--- src/spl_regs.svh ---
`ifndef SPL_REGS_SVH
`define SPL_REGS_SVH

// register indices; the byte address is four times the index
`define SPL_IDX_BASIC_CTRL 5'h00
`define SPL_IDX_ADVERT 5'h04
`define SPL_IDX_PHY_CTRL 5'h16
`define SPL_IDX_STRAP_STAT 5'h1F

// basic control field positions
`define SPL_BC_SPEED 13
`define SPL_BC_AUTONEG 12
`define SPL_BC_ISOLATE 10
`define SPL_BC_DUPLEX 8

// advertisement field positions and values
`define SPL_AD_ABIL_LO 5
`define SPL_AD_ABIL_HI 8
`define SPL_AD_ABIL_100 4'hF
`define SPL_AD_ABIL_10 4'h3
`define SPL_AD_SELECTOR 5'h01

// phy control field positions
`define SPL_PC_WAKE_EN 15
`define SPL_PC_ADDR0_UNIQUE 9

// strap vector layout, also the strap status layout
`define SPL_NUM_STRAPS 13
`define SPL_ST_ADDR_LO 0
`define SPL_ST_MODE_LO 3
`define SPL_ST_WAKE 6
`define SPL_ST_ISOLATE 7
`define SPL_ST_SPEED 8
`define SPL_ST_DUPLEX 9
`define SPL_ST_AUTONEG 10
`define SPL_ST_ADDR0_UNIQUE 11
`define SPL_ST_CHAIN_N 12
`define SPL_ST_VALID 15

// internal pull direction per strap and the value an unstrapped board gives
`define SPL_STRAP_PULL_UP 13'h1701
`define SPL_STRAP_DEFAULT 13'h1701

// interface mode patterns and fixed address bits
`define SPL_MODE_NORMAL 3'h0
`define SPL_MODE_B2B 3'h6
`define SPL_MGMT_UPPER 2'h0

`endif

--- src/spl_pkg.sv ---
`include "spl_regs.svh"

package spl_pkg;

	// strap pins, packed in the strap status layout
	typedef struct packed {
		logic chain_test_n;
		logic address_zero_unique_strap;
		logic autoneg_enable_strap;
		logic duplex;
		logic speed;
		logic isolate;
		logic wake_output_enable_strap;
		logic [2:0] mode;
		logic [2:0] mgmt_address_strap;
	} spl_straps_t;

	// decoded interface mode
	typedef enum logic [1:0] {
		SPL_IF_NORMAL = 2'b00,
		SPL_IF_B2B = 2'b01,
		SPL_IF_RESERVED = 2'b10
	} spl_if_mode_t;

	// bus answer sequencer
	typedef enum logic {
		SPL_BUS_IDLE = 1'b0,
		SPL_BUS_ANSWER = 1'b1
	} spl_bus_state_t;

endpackage

--- src/spl_strap_capture.sv ---
`timescale 1ns/1ps

module spl_strap_capture #(
	parameter int WIDTH = 13,
	parameter logic [WIDTH-1:0] DEFAULT = '0
) (
	// clock and reset
	input wire logic clk_sys,
	input wire logic rst,
	// capture control
	input wire logic release_pulse,
	input wire logic [WIDTH-1:0] pins_in,
	// held result
	output logic [WIDTH-1:0] captured,
	output logic valid
);

	initial
	begin
		if (WIDTH < 1)
			$error("strap width must be at least one");
	end

	// value stays put between releases, so a pin turned output cannot disturb it
	always_ff @(posedge clk_sys or posedge rst)
	begin
		if (rst)
			captured <= DEFAULT;
		else if (release_pulse)
			captured <= pins_in;
	end

	// marks that a real capture happened since the async reset
	always_ff @(posedge clk_sys or posedge rst)
	begin
		if (rst)
			valid <= 1'b0;
		else if (release_pulse)
			valid <= 1'b1;
	end

endmodule

--- src/spl_pad_bank.sv ---
`timescale 1ns/1ps

module spl_pad_bank #(
	parameter int WIDTH = 13,
	parameter logic [WIDTH-1:0] PULL_UP = '0
) (
	// clock and reset
	input wire logic clk_sys,
	input wire logic rst,
	// phase and functional data
	input wire logic drive_en,
	input wire logic [WIDTH-1:0] func_out,
	// pad side
	output logic [WIDTH-1:0] pad_o,
	output logic [WIDTH-1:0] pad_oe,
	output logic [WIDTH-1:0] pull_up_en,
	output logic [WIDTH-1:0] pull_dn_en
);

	initial
	begin
		if (WIDTH < 1)
			$error("pad count must be at least one");
	end

	genvar i;
	generate
		for (i = 0; i < WIDTH; i++)
		begin : g_pad
			// output data registered so the pad never glitches on func changes
			always_ff @(posedge clk_sys or posedge rst)
			begin
				if (rst)
					pad_o[i] <= 1'b0;
				else
					pad_o[i] <= drive_en ? func_out[i] : 1'b0;
			end
			// input with pull during reset, output after it
			assign pad_oe[i] = drive_en;
			assign pull_up_en[i] = ~drive_en & PULL_UP[i];
			assign pull_dn_en[i] = ~drive_en & ~PULL_UP[i];
		end
	endgenerate

endmodule

--- src/spl_strap_latch.sv ---
// Design decisions made here: the register offsets and the Avalon-MM interface to the registers.
`timescale 1ns/1ps
`include "spl_regs.svh"

// Summary of operation
// - chip reset pin is active low
// - capture all straps at reset release
// - straps are pulled inputs, then outputs
// - three-bit management address from straps
// - default address one, upper bits zero
// - address zero broadcast unless strap or bit
// - mode 000 normal, 110 back-to-back, else reserved
// - wake strap loads control bit fifteen
// - speed strap loads speed bit and advertisement
// - duplex strap loads basic control bit eight
// - autoneg strap loads basic control bit twelve
// - low chain strap enables pin-chain test
module spl_strap_latch #(
	parameter int ADDR_W = 7
) (
	// clock and system reset
	input wire logic clk_sys,
	input wire logic rst,
	// chip reset pin, synchronous to clk_sys
	input wire logic chip_reset_n,
	// strap pads
	input wire spl_pkg::spl_straps_t strap_i,
	output logic [`SPL_NUM_STRAPS-1:0] strap_o,
	output logic [`SPL_NUM_STRAPS-1:0] strap_oe,
	output logic [`SPL_NUM_STRAPS-1:0] strap_pull_up,
	output logic [`SPL_NUM_STRAPS-1:0] strap_pull_dn,
	// functional values driven on the strap pads after reset
	input wire logic [`SPL_NUM_STRAPS-1:0] func_out,
	// avalon-mm slave
	input wire logic [ADDR_W-1:0] avs_address,
	input wire logic avs_read,
	input wire logic avs_write,
	input wire logic [3:0] avs_byteenable,
	input wire logic [31:0] avs_writedata,
	output logic [31:0] avs_readdata,
	output logic avs_waitrequest,
	// configuration to the rest of the transceiver
	output logic chip_in_reset,
	output logic config_valid,
	output logic [4:0] mgmt_address,
	output logic address_zero_broadcast,
	output spl_pkg::spl_if_mode_t if_mode,
	output logic wake_output_enable,
	output logic isolate_en,
	output logic speed_100,
	output logic duplex_ctrl,
	output logic autoneg_en,
	output logic [3:0] advert_abilities,
	output logic pin_chain_test_en
);

	initial
	begin
		if (ADDR_W < 7)
			$error("address must reach the strap status word");
	end

	// unstrapped pin levels, also the reset image of the loaded bits
	localparam logic [`SPL_NUM_STRAPS-1:0] STRAP_DEF = `SPL_STRAP_DEFAULT;

	// reset phase and release detection
	logic hold_q;
	logic release_pulse;
	logic drive_en;

	// captured straps
	logic [`SPL_NUM_STRAPS-1:0] cap_vec;
	logic cap_valid;
	spl_pkg::spl_straps_t cap;

	// software visible control bits
	logic bc_speed_q;
	logic bc_autoneg_q;
	logic bc_isolate_q;
	logic bc_duplex_q;
	logic [3:0] ad_abil_q;
	logic pc_wake_q;
	logic pc_addr0_unique_q;

	// bus sequencer
	spl_pkg::spl_bus_state_t bus_state_q;
	spl_pkg::spl_bus_state_t bus_state_d;
	logic [31:0] readdata_q;
	logic [31:0] rd_mux;
	logic [4:0] word_idx;
	logic word_aligned;
	logic [15:0] bc_word;
	logic [15:0] ad_word;
	logic [15:0] pc_word;
	logic [15:0] st_word;
	logic wr_commit;
	logic [15:0] wr_mask;
	logic [15:0] wr_data;

	// reset phase follows the pin; hold stays high while the pin is low
	always_ff @(posedge clk_sys or posedge rst)
	begin
		if (rst)
			hold_q <= 1'b1;
		else
			hold_q <= ~chip_reset_n;
	end

	// release is the one edge where the pin is high after a held phase
	assign release_pulse = hold_q & chip_reset_n;
	assign drive_en = ~hold_q;
	assign chip_in_reset = hold_q;

	// holds the sampled pins until the next release
	spl_strap_capture #(
		.WIDTH(`SPL_NUM_STRAPS),
		.DEFAULT(`SPL_STRAP_DEFAULT)
	) u_capture (
		.clk_sys(clk_sys),
		.rst(rst),
		.release_pulse(release_pulse),
		.pins_in(strap_i),
		.captured(cap_vec),
		.valid(cap_valid)
	);

	assign cap = spl_pkg::spl_straps_t'(cap_vec);

	// pads take the pull during reset and serve outputs afterwards
	spl_pad_bank #(
		.WIDTH(`SPL_NUM_STRAPS),
		.PULL_UP(`SPL_STRAP_PULL_UP)
	) u_pads (
		.clk_sys(clk_sys),
		.rst(rst),
		.drive_en(drive_en),
		.func_out(func_out),
		.pad_o(strap_o),
		.pad_oe(strap_oe),
		.pull_up_en(strap_pull_up),
		.pull_dn_en(strap_pull_dn)
	);

	// address decode; only aligned word offsets hit a register
	assign word_idx = avs_address[6:2];
	assign word_aligned = (avs_address[1:0] == 2'h0);

	// lane merge for the 16-bit registers in the low half
	assign wr_mask = {{8{avs_byteenable[1]}}, {8{avs_byteenable[0]}}};
	assign wr_data = avs_writedata[15:0];

	// a write lands only on the edge where waitrequest is low
	assign wr_commit = avs_write & (bus_state_q == spl_pkg::SPL_BUS_ANSWER) & word_aligned
		& ~hold_q;

	// basic control speed select, strap loaded then writable
	always_ff @(posedge clk_sys or posedge rst)
	begin
		if (rst)
			bc_speed_q <= STRAP_DEF[`SPL_ST_SPEED];
		else if (release_pulse)
			bc_speed_q <= strap_i.speed;
		else if (wr_commit && word_idx == `SPL_IDX_BASIC_CTRL && wr_mask[`SPL_BC_SPEED])
			bc_speed_q <= wr_data[`SPL_BC_SPEED];
	end

	// basic control auto-negotiation enable
	always_ff @(posedge clk_sys or posedge rst)
	begin
		if (rst)
			bc_autoneg_q <= STRAP_DEF[`SPL_ST_AUTONEG];
		else if (release_pulse)
			bc_autoneg_q <= strap_i.autoneg_enable_strap;
		else if (wr_commit && word_idx == `SPL_IDX_BASIC_CTRL && wr_mask[`SPL_BC_AUTONEG])
			bc_autoneg_q <= wr_data[`SPL_BC_AUTONEG];
	end

	// basic control isolate
	always_ff @(posedge clk_sys or posedge rst)
	begin
		if (rst)
			bc_isolate_q <= STRAP_DEF[`SPL_ST_ISOLATE];
		else if (release_pulse)
			bc_isolate_q <= strap_i.isolate;
		else if (wr_commit && word_idx == `SPL_IDX_BASIC_CTRL && wr_mask[`SPL_BC_ISOLATE])
			bc_isolate_q <= wr_data[`SPL_BC_ISOLATE];
	end

	// basic control duplex; the pin level is stored as it stands
	always_ff @(posedge clk_sys or posedge rst)
	begin
		if (rst)
			bc_duplex_q <= STRAP_DEF[`SPL_ST_DUPLEX];
		else if (release_pulse)
			bc_duplex_q <= strap_i.duplex;
		else if (wr_commit && word_idx == `SPL_IDX_BASIC_CTRL && wr_mask[`SPL_BC_DUPLEX])
			bc_duplex_q <= wr_data[`SPL_BC_DUPLEX];
	end

	// advertised abilities; a 10 Mbps strap withholds the 100 Mbps bits
	always_ff @(posedge clk_sys or posedge rst)
	begin
		if (rst)
			ad_abil_q <= `SPL_AD_ABIL_100;
		else if (release_pulse)
			ad_abil_q <= strap_i.speed ? `SPL_AD_ABIL_100 : `SPL_AD_ABIL_10;
		else if (wr_commit && word_idx == `SPL_IDX_ADVERT)
		begin
			for (int b = 0; b < 4; b++)
			begin
				if (wr_mask[`SPL_AD_ABIL_LO + b])
					ad_abil_q[b] <= wr_data[`SPL_AD_ABIL_LO + b];
			end
		end
	end

	// wake output enable in the phy control word
	always_ff @(posedge clk_sys or posedge rst)
	begin
		if (rst)
			pc_wake_q <= STRAP_DEF[`SPL_ST_WAKE];
		else if (release_pulse)
			pc_wake_q <= strap_i.wake_output_enable_strap;
		else if (wr_commit && word_idx == `SPL_IDX_PHY_CTRL && wr_mask[`SPL_PC_WAKE_EN])
			pc_wake_q <= wr_data[`SPL_PC_WAKE_EN];
	end

	// address zero unique bit; software may set it later without a strap
	always_ff @(posedge clk_sys or posedge rst)
	begin
		if (rst)
			pc_addr0_unique_q <= STRAP_DEF[`SPL_ST_ADDR0_UNIQUE];
		else if (release_pulse)
			pc_addr0_unique_q <= strap_i.address_zero_unique_strap;
		else if (wr_commit && word_idx == `SPL_IDX_PHY_CTRL
			&& wr_mask[`SPL_PC_ADDR0_UNIQUE])
			pc_addr0_unique_q <= wr_data[`SPL_PC_ADDR0_UNIQUE];
	end

	// register images; unlisted bits read as zero
	always_comb
	begin
		bc_word = 16'h0000;
		bc_word[`SPL_BC_SPEED] = bc_speed_q;
		bc_word[`SPL_BC_AUTONEG] = bc_autoneg_q;
		bc_word[`SPL_BC_ISOLATE] = bc_isolate_q;
		bc_word[`SPL_BC_DUPLEX] = bc_duplex_q;
		ad_word = 16'h0000;
		ad_word[`SPL_AD_ABIL_HI:`SPL_AD_ABIL_LO] = ad_abil_q;
		ad_word[4:0] = `SPL_AD_SELECTOR;
		pc_word = 16'h0000;
		pc_word[`SPL_PC_WAKE_EN] = pc_wake_q;
		pc_word[`SPL_PC_ADDR0_UNIQUE] = pc_addr0_unique_q;
		st_word = 16'h0000;
		st_word[`SPL_NUM_STRAPS-1:0] = cap_vec;
		st_word[`SPL_ST_VALID] = cap_valid;
	end

	// read mux; unmapped or misaligned offsets read zero
	always_comb
	begin
		rd_mux = 32'h0000_0000;
		if (word_aligned)
		begin
			case (word_idx)
				`SPL_IDX_BASIC_CTRL: rd_mux[15:0] = bc_word;
				`SPL_IDX_ADVERT: rd_mux[15:0] = ad_word;
				`SPL_IDX_PHY_CTRL: rd_mux[15:0] = pc_word;
				`SPL_IDX_STRAP_STAT: rd_mux[15:0] = st_word;
				default: rd_mux = 32'h0000_0000;
			endcase
		end
	end

	// fixed one-cycle wait gives the read mux a full cycle to settle
	always_comb
	begin
		bus_state_d = bus_state_q;
		case (bus_state_q)
			spl_pkg::SPL_BUS_IDLE:
			begin
				if (avs_read || avs_write)
					bus_state_d = spl_pkg::SPL_BUS_ANSWER;
			end
			spl_pkg::SPL_BUS_ANSWER:
				bus_state_d = spl_pkg::SPL_BUS_IDLE;
			default:
				bus_state_d = spl_pkg::SPL_BUS_IDLE;
		endcase
	end

	// sequencer state
	always_ff @(posedge clk_sys or posedge rst)
	begin
		if (rst)
			bus_state_q <= spl_pkg::SPL_BUS_IDLE;
		else
			bus_state_q <= bus_state_d;
	end

	// read data caught on the first cycle and held until the next read
	always_ff @(posedge clk_sys or posedge rst)
	begin
		if (rst)
			readdata_q <= 32'h0000_0000;
		else if (avs_read && bus_state_q == spl_pkg::SPL_BUS_IDLE)
			readdata_q <= rd_mux;
	end

	assign avs_readdata = readdata_q;
	assign avs_waitrequest = (avs_read | avs_write) & (bus_state_q != spl_pkg::SPL_BUS_ANSWER);

	// management address, upper bits tied to zero
	assign mgmt_address = {`SPL_MGMT_UPPER, cap.mgmt_address_strap};

	// address zero answers as broadcast unless made unique
	assign address_zero_broadcast = ~pc_addr0_unique_q;

	// interface mode decode; reserved patterns are flagged, not remapped
	always_comb
	begin
		case (cap.mode)
			`SPL_MODE_NORMAL: if_mode = spl_pkg::SPL_IF_NORMAL;
			`SPL_MODE_B2B: if_mode = spl_pkg::SPL_IF_B2B;
			default: if_mode = spl_pkg::SPL_IF_RESERVED;
		endcase
	end

	// control outputs straight from the register bits
	assign wake_output_enable = pc_wake_q;
	assign isolate_en = bc_isolate_q;
	assign speed_100 = bc_speed_q;
	assign duplex_ctrl = bc_duplex_q;
	assign autoneg_en = bc_autoneg_q;
	assign advert_abilities = ad_abil_q;

	// chain test strap is active low and never software controlled
	assign pin_chain_test_en = cap_valid & ~cap.chain_test_n;

	assign config_valid = cap_valid & ~hold_q;

endmodule

--- config.mk ---
export PLATFORM = sky130hd
export DESIGN_NAME = spl_strap_latch
export DESIGN_NICKNAME = d
export VERILOG_FILES = /design/src/spl_pkg.sv /design/src/spl_strap_capture.sv /design/src/spl_pad_bank.sv /design/src/spl_strap_latch.sv
export VERILOG_INCLUDE_DIRS = /design/src
export SDC_FILE = /design/constraint.sdc
export NUM_CORES = 1
export LEC_CHECK = 0
export ABC_CLOCK_PERIOD_IN_PS = 2300
export BUFFER_PORTS_ARGS = -buffer_cell sky130_fd_sc_hd__buf_4
export CAP_MARGIN = 0
export CELL_PAD_IN_SITES_DETAIL_PLACEMENT = 1
export CELL_PAD_IN_SITES_GLOBAL_PLACEMENT = 2
export CORE_MARGIN = 2
export CORE_UTILIZATION = 24
export CTS_BUF_LIST = sky130_fd_sc_hd__clkbuf_2 sky130_fd_sc_hd__clkbuf_4 sky130_fd_sc_hd__clkbuf_8
export DETAILED_ROUTE_END_ITERATION = 16
export PLACE_DENSITY = 0.85
export RECOVER_POWER = 25
export SYNTH_ARGS = -nofsm -noshare
export SYNTH_HDL_FRONTEND = slang
export SYNTH_HIERARCHICAL = 1
export SYNTH_SLANG_ARGS = --single-unit
--- constraint.sdc ---
create_clock -name clk_sys -period 2.3 [get_ports clk_sys]
set_input_delay 0 -clock clk_sys [delete_from_list [all_inputs] [get_ports clk_sys]]
set_output_delay 0 -clock clk_sys [all_outputs]
set_load 0.05 [all_outputs]
==> flow_summary.yaml <==
detailed_routing:
  drt_pre_antenna_iters: 4
  num_vias: 2304
  wl_um: 8356
  detail_route.wl_per_cell_um: 15.62
  initialDrtViolationCount: 57
  detail_route.drc_violations: 0
  detail_route.vias_per_cell: 4.307
  antenna_violating_nets_post_route: 0
synthesis:
  postSynthCellCount: 257
  ys_top_cells_by_area: "dfrtp_1 37%, buf_4 16%, dfstp_2 12%"
  synthFlopType: "dfrtp_1"
  synth_enable_flop_cells: 0
  synth_cell_types: 39
  largest_family_of_logic_cells_by_synthesized_area: "buffers and inverters"
  ys_seq_elements: 54
  synth.area.mux_share: 0.06343
  yosysSeqAreaShare: 0.4917
  dominant_cell_by_count_in_the_synthesized_netlist: "buf_4"
  synth.avg_cell_area_um2: 10.82
  ys_warns: 6
  ys_top_cells_by_count: "58 x buf_4, 41 x dfrtp_1, 18 x a22o_1"
  netlist.area_leader.share: 0.3689
  basic_gate_share_of_the_synthesized_area_counting_and_or_nand_and_nor_cells: 0.1404
  synthAdderAreaFrac: 0
  synth_xor_area_frac: 0.003149
  synth-compound-area-share: 0.1089
  synth_largest_area_cell: "dfrtp_1"
  mappedNetlistArea_mm2: 0.002781
  ys_async_sr_fraction: 1.000
setup_path:
  critPathCaptureType: "flop"
  path_cells: "nand4b_1 -> nor2_1 -> nand3_1 -> a31oi_1 -> dlygate4sd3_1"
  rr_startpoint: "chip_in_reset$_DFF_PP1_"
  r2r.worst_path.cells: 5
  timing.setup.critical_path_class: "reg -> reg"
  worstPathArrival_ps: 2210
  critPathMaxFanout: 6
  timing.reg2reg.setup_slack_ps: 350
  timing.critical_path.slowest_cell_delay_ps: 570
  critical_path.startpoint: "chip_in_reset$_DFF_PP1_"
  critical_path_required_ps: 2570
  r2r_end: "duplex_ctrl$_DFFE_PP1P_"
  cpMaxStageDelayCell: "dlygate4sd3_1"
  crit_path_start_kind: "flop"
clock_tree:
  post_cts.repair.setup_buffers: 0
  cts_tree: "built"
  clock-root-buffer: "clkbuf_8"
  clk_transition_reported_paths_ps: 120
  ctsHtreeMaxLevel: 2
  clock_sink_count: 54
  tritoncts_buffers: 5
  insertion_delay_ps: 320
  clock_tree.buffer_depth: 2
timing:
  period_needed_ps: 1949
  layout_worst_path_cycle_share: 0.8474
  setup_violations: 0
  finalWorstSetupSlack_ps: 351.0
  timing_worst_slew_pin_value_ps: 1595
  maxSlewViolCount: 28
  timing.setup.tns_ps: 0
  setup_repair_after_global_routing_missed_its_margin: "no"
  timing.clock.skew_ps: 11.82
  fmax_mhz: 513.1
  slew_headroom: -0.06333
  final_hold_viol_count: 0
power_and_ir_drop:
  peakVddDrop_mv: 0.2522
  post-layout-total-power_w: 0.002585
  leakagePower_nw: 1.948
  power_per_cell_area_mw_per_mm2: 642.7
global_routing:
  global_route.usage.total: 0.1337
  grt_start_max_net_pins: 28
  vias_in_the_first_global_route: 2476
  grt_pass1_wl_um: 13120
  antenna_found_initial: 0
  gr-total-overflow: 0
die:
  fp.dieH_um: 111.7
  floorplan.die_area_mm2: 0.01247
  initial_standard_cell_utilization_of_the_core: 0.2446
  num_io_pins: 179
  die_width_um: 111.7
  placement_rows: 39
  core_mm2: 0.01137
layout:
  final_net_count: 465
  synth_to_layout_area_growth_pct: 44.62
  postLayoutCellArea_mm2: 0.004023
  post_route_cells_drive_above_1_share: 0.4413
  num_antenna_cells: 0
  final-instance-count-excl-fill: 535
  final.fill_count: 1273
outcome:
  status: "finished with violations"
  failed_checks: "max-capacitance violations, max-slew violations"
hold_path:
  min-delay-start: "avs_writedata[9]"
  hold_depth: 3
  holdPathEnd: "pc_addr0_unique_q$_DFFE_PP0P_"
  hp-class: "in -> reg"
placement:
  place.detailed.hpwl_um: 6134
  portbufs: 121
  gp_congestion: 0.8166
  placement.setup.worst_slack_ps: 666.0
  post_detailed_placement_cell_area_mm2: 0.003513
  post-place-cells: 487
flow_run:
  timing.max_cap.violations: 1
[worst max-delay path: cells and delay by family (launching register included)]
family	cells	cell delay (ps)
and+or+nand+nor	3	740
DFF	1	420
buffers and inverters	1	570
AOI/OAI and AO/OA	1	170
[cell families (layout without fill, tap and decap cells)]
kind of cell / count (synthesis) / after routing
mux: 16 / 16
compound gates: 41 / 41
simple gates: 67 / 67
buf+inv: 76 / 181
xor+xnor: 1 / 1
flops: 54 / 54
other cells: 2 / 32
[layout make-up]
cell class	count	area, µm²	share of cell area
clock buffers	5	68.82	0.01711
clock inverters	3	47.55	0.01182
inverters	8	30.03	0.007465
multi-input cells	157	998.5	0.2482
flip-flops and latches	54	1368	0.3400
well taps	143	178.9	0.04448
repair buffers	165	1331	0.3309
[metrics by stage]
step | hold WS [ps] | utilization
floorplan | -123.0 | -
global placement | 56.92 | 0.3090
detailed placement | 78.11 | 0.3090
CTS | 5.012 | 0.3545
global route | 27.53 | 0.3538
finish | 8.375 | 0.3538
[layer usage]
metal,part of all wire,vias up,global-route usage
li1,-,1055,-
met1,0.40,1138,0.1542
met4,0.0078,0,0.03210
met2,0.51,107,0.2404
met3,0.085,4,0.04300
met5,0,-,0
[worst max path at each step]
stage,end,slack (ps)
final,duplex_ctrl$_DFFE_PP1P_,350
after global routing,avs_readdata[7]$_DFFE_PP0P_,240
after CTS,autoneg_en$_DFFE_PP1P_,350
after detailed placement,pc_addr0_unique_q$_DFFE_PP0P_,670
after global placement,wake_output_enable$_DFFE_PP0P_,720
after floorplan,strap_pull_dn[11],360
[report_power, final]
group | internal (W) | switching (W)
Clock | 0.000333 | 0.000356
Combinational | 0.000264 | 0.000545
Sequential | 0.00104 | 0.0000515
[cells in the final DEF, fill, tap and decap left out, types with 5 or more instances in the layout]
cell type | Yosys | final
conb_1 | 2 | 32
clkbuf_8 | 0 | 5
and2_2 | 9 | 9
dfstp_2 | 13 | 13
inv_1 | 8 | 8
a31oi_1 | 6 | 6
dlygate4sd3_1 | 0 | 40
nor2_1 | 13 | 13
dfrtp_1 | 41 | 41
mux2_2 | 13 | 13
and2_1 | 6 | 6
a22o_1 | 18 | 18
buf_4 | 58 | 122
nand3_1 | 13 | 13
[registers in the layout (all words and copies together), names as in the netlist, 4 cells and up]
signal	flops
avs_readdata	15
u_capture/captured	13
u_pads/pad_o	13
advert_abilities	4
[repair_timing]
action	CTS	global route
hold buffers	40	0
setup endpoints to repair	0	0
gates resized for setup	0	0
endpoints found under the hold margin	79	0
Note: power is estimated with default switching activity, not from simulation.
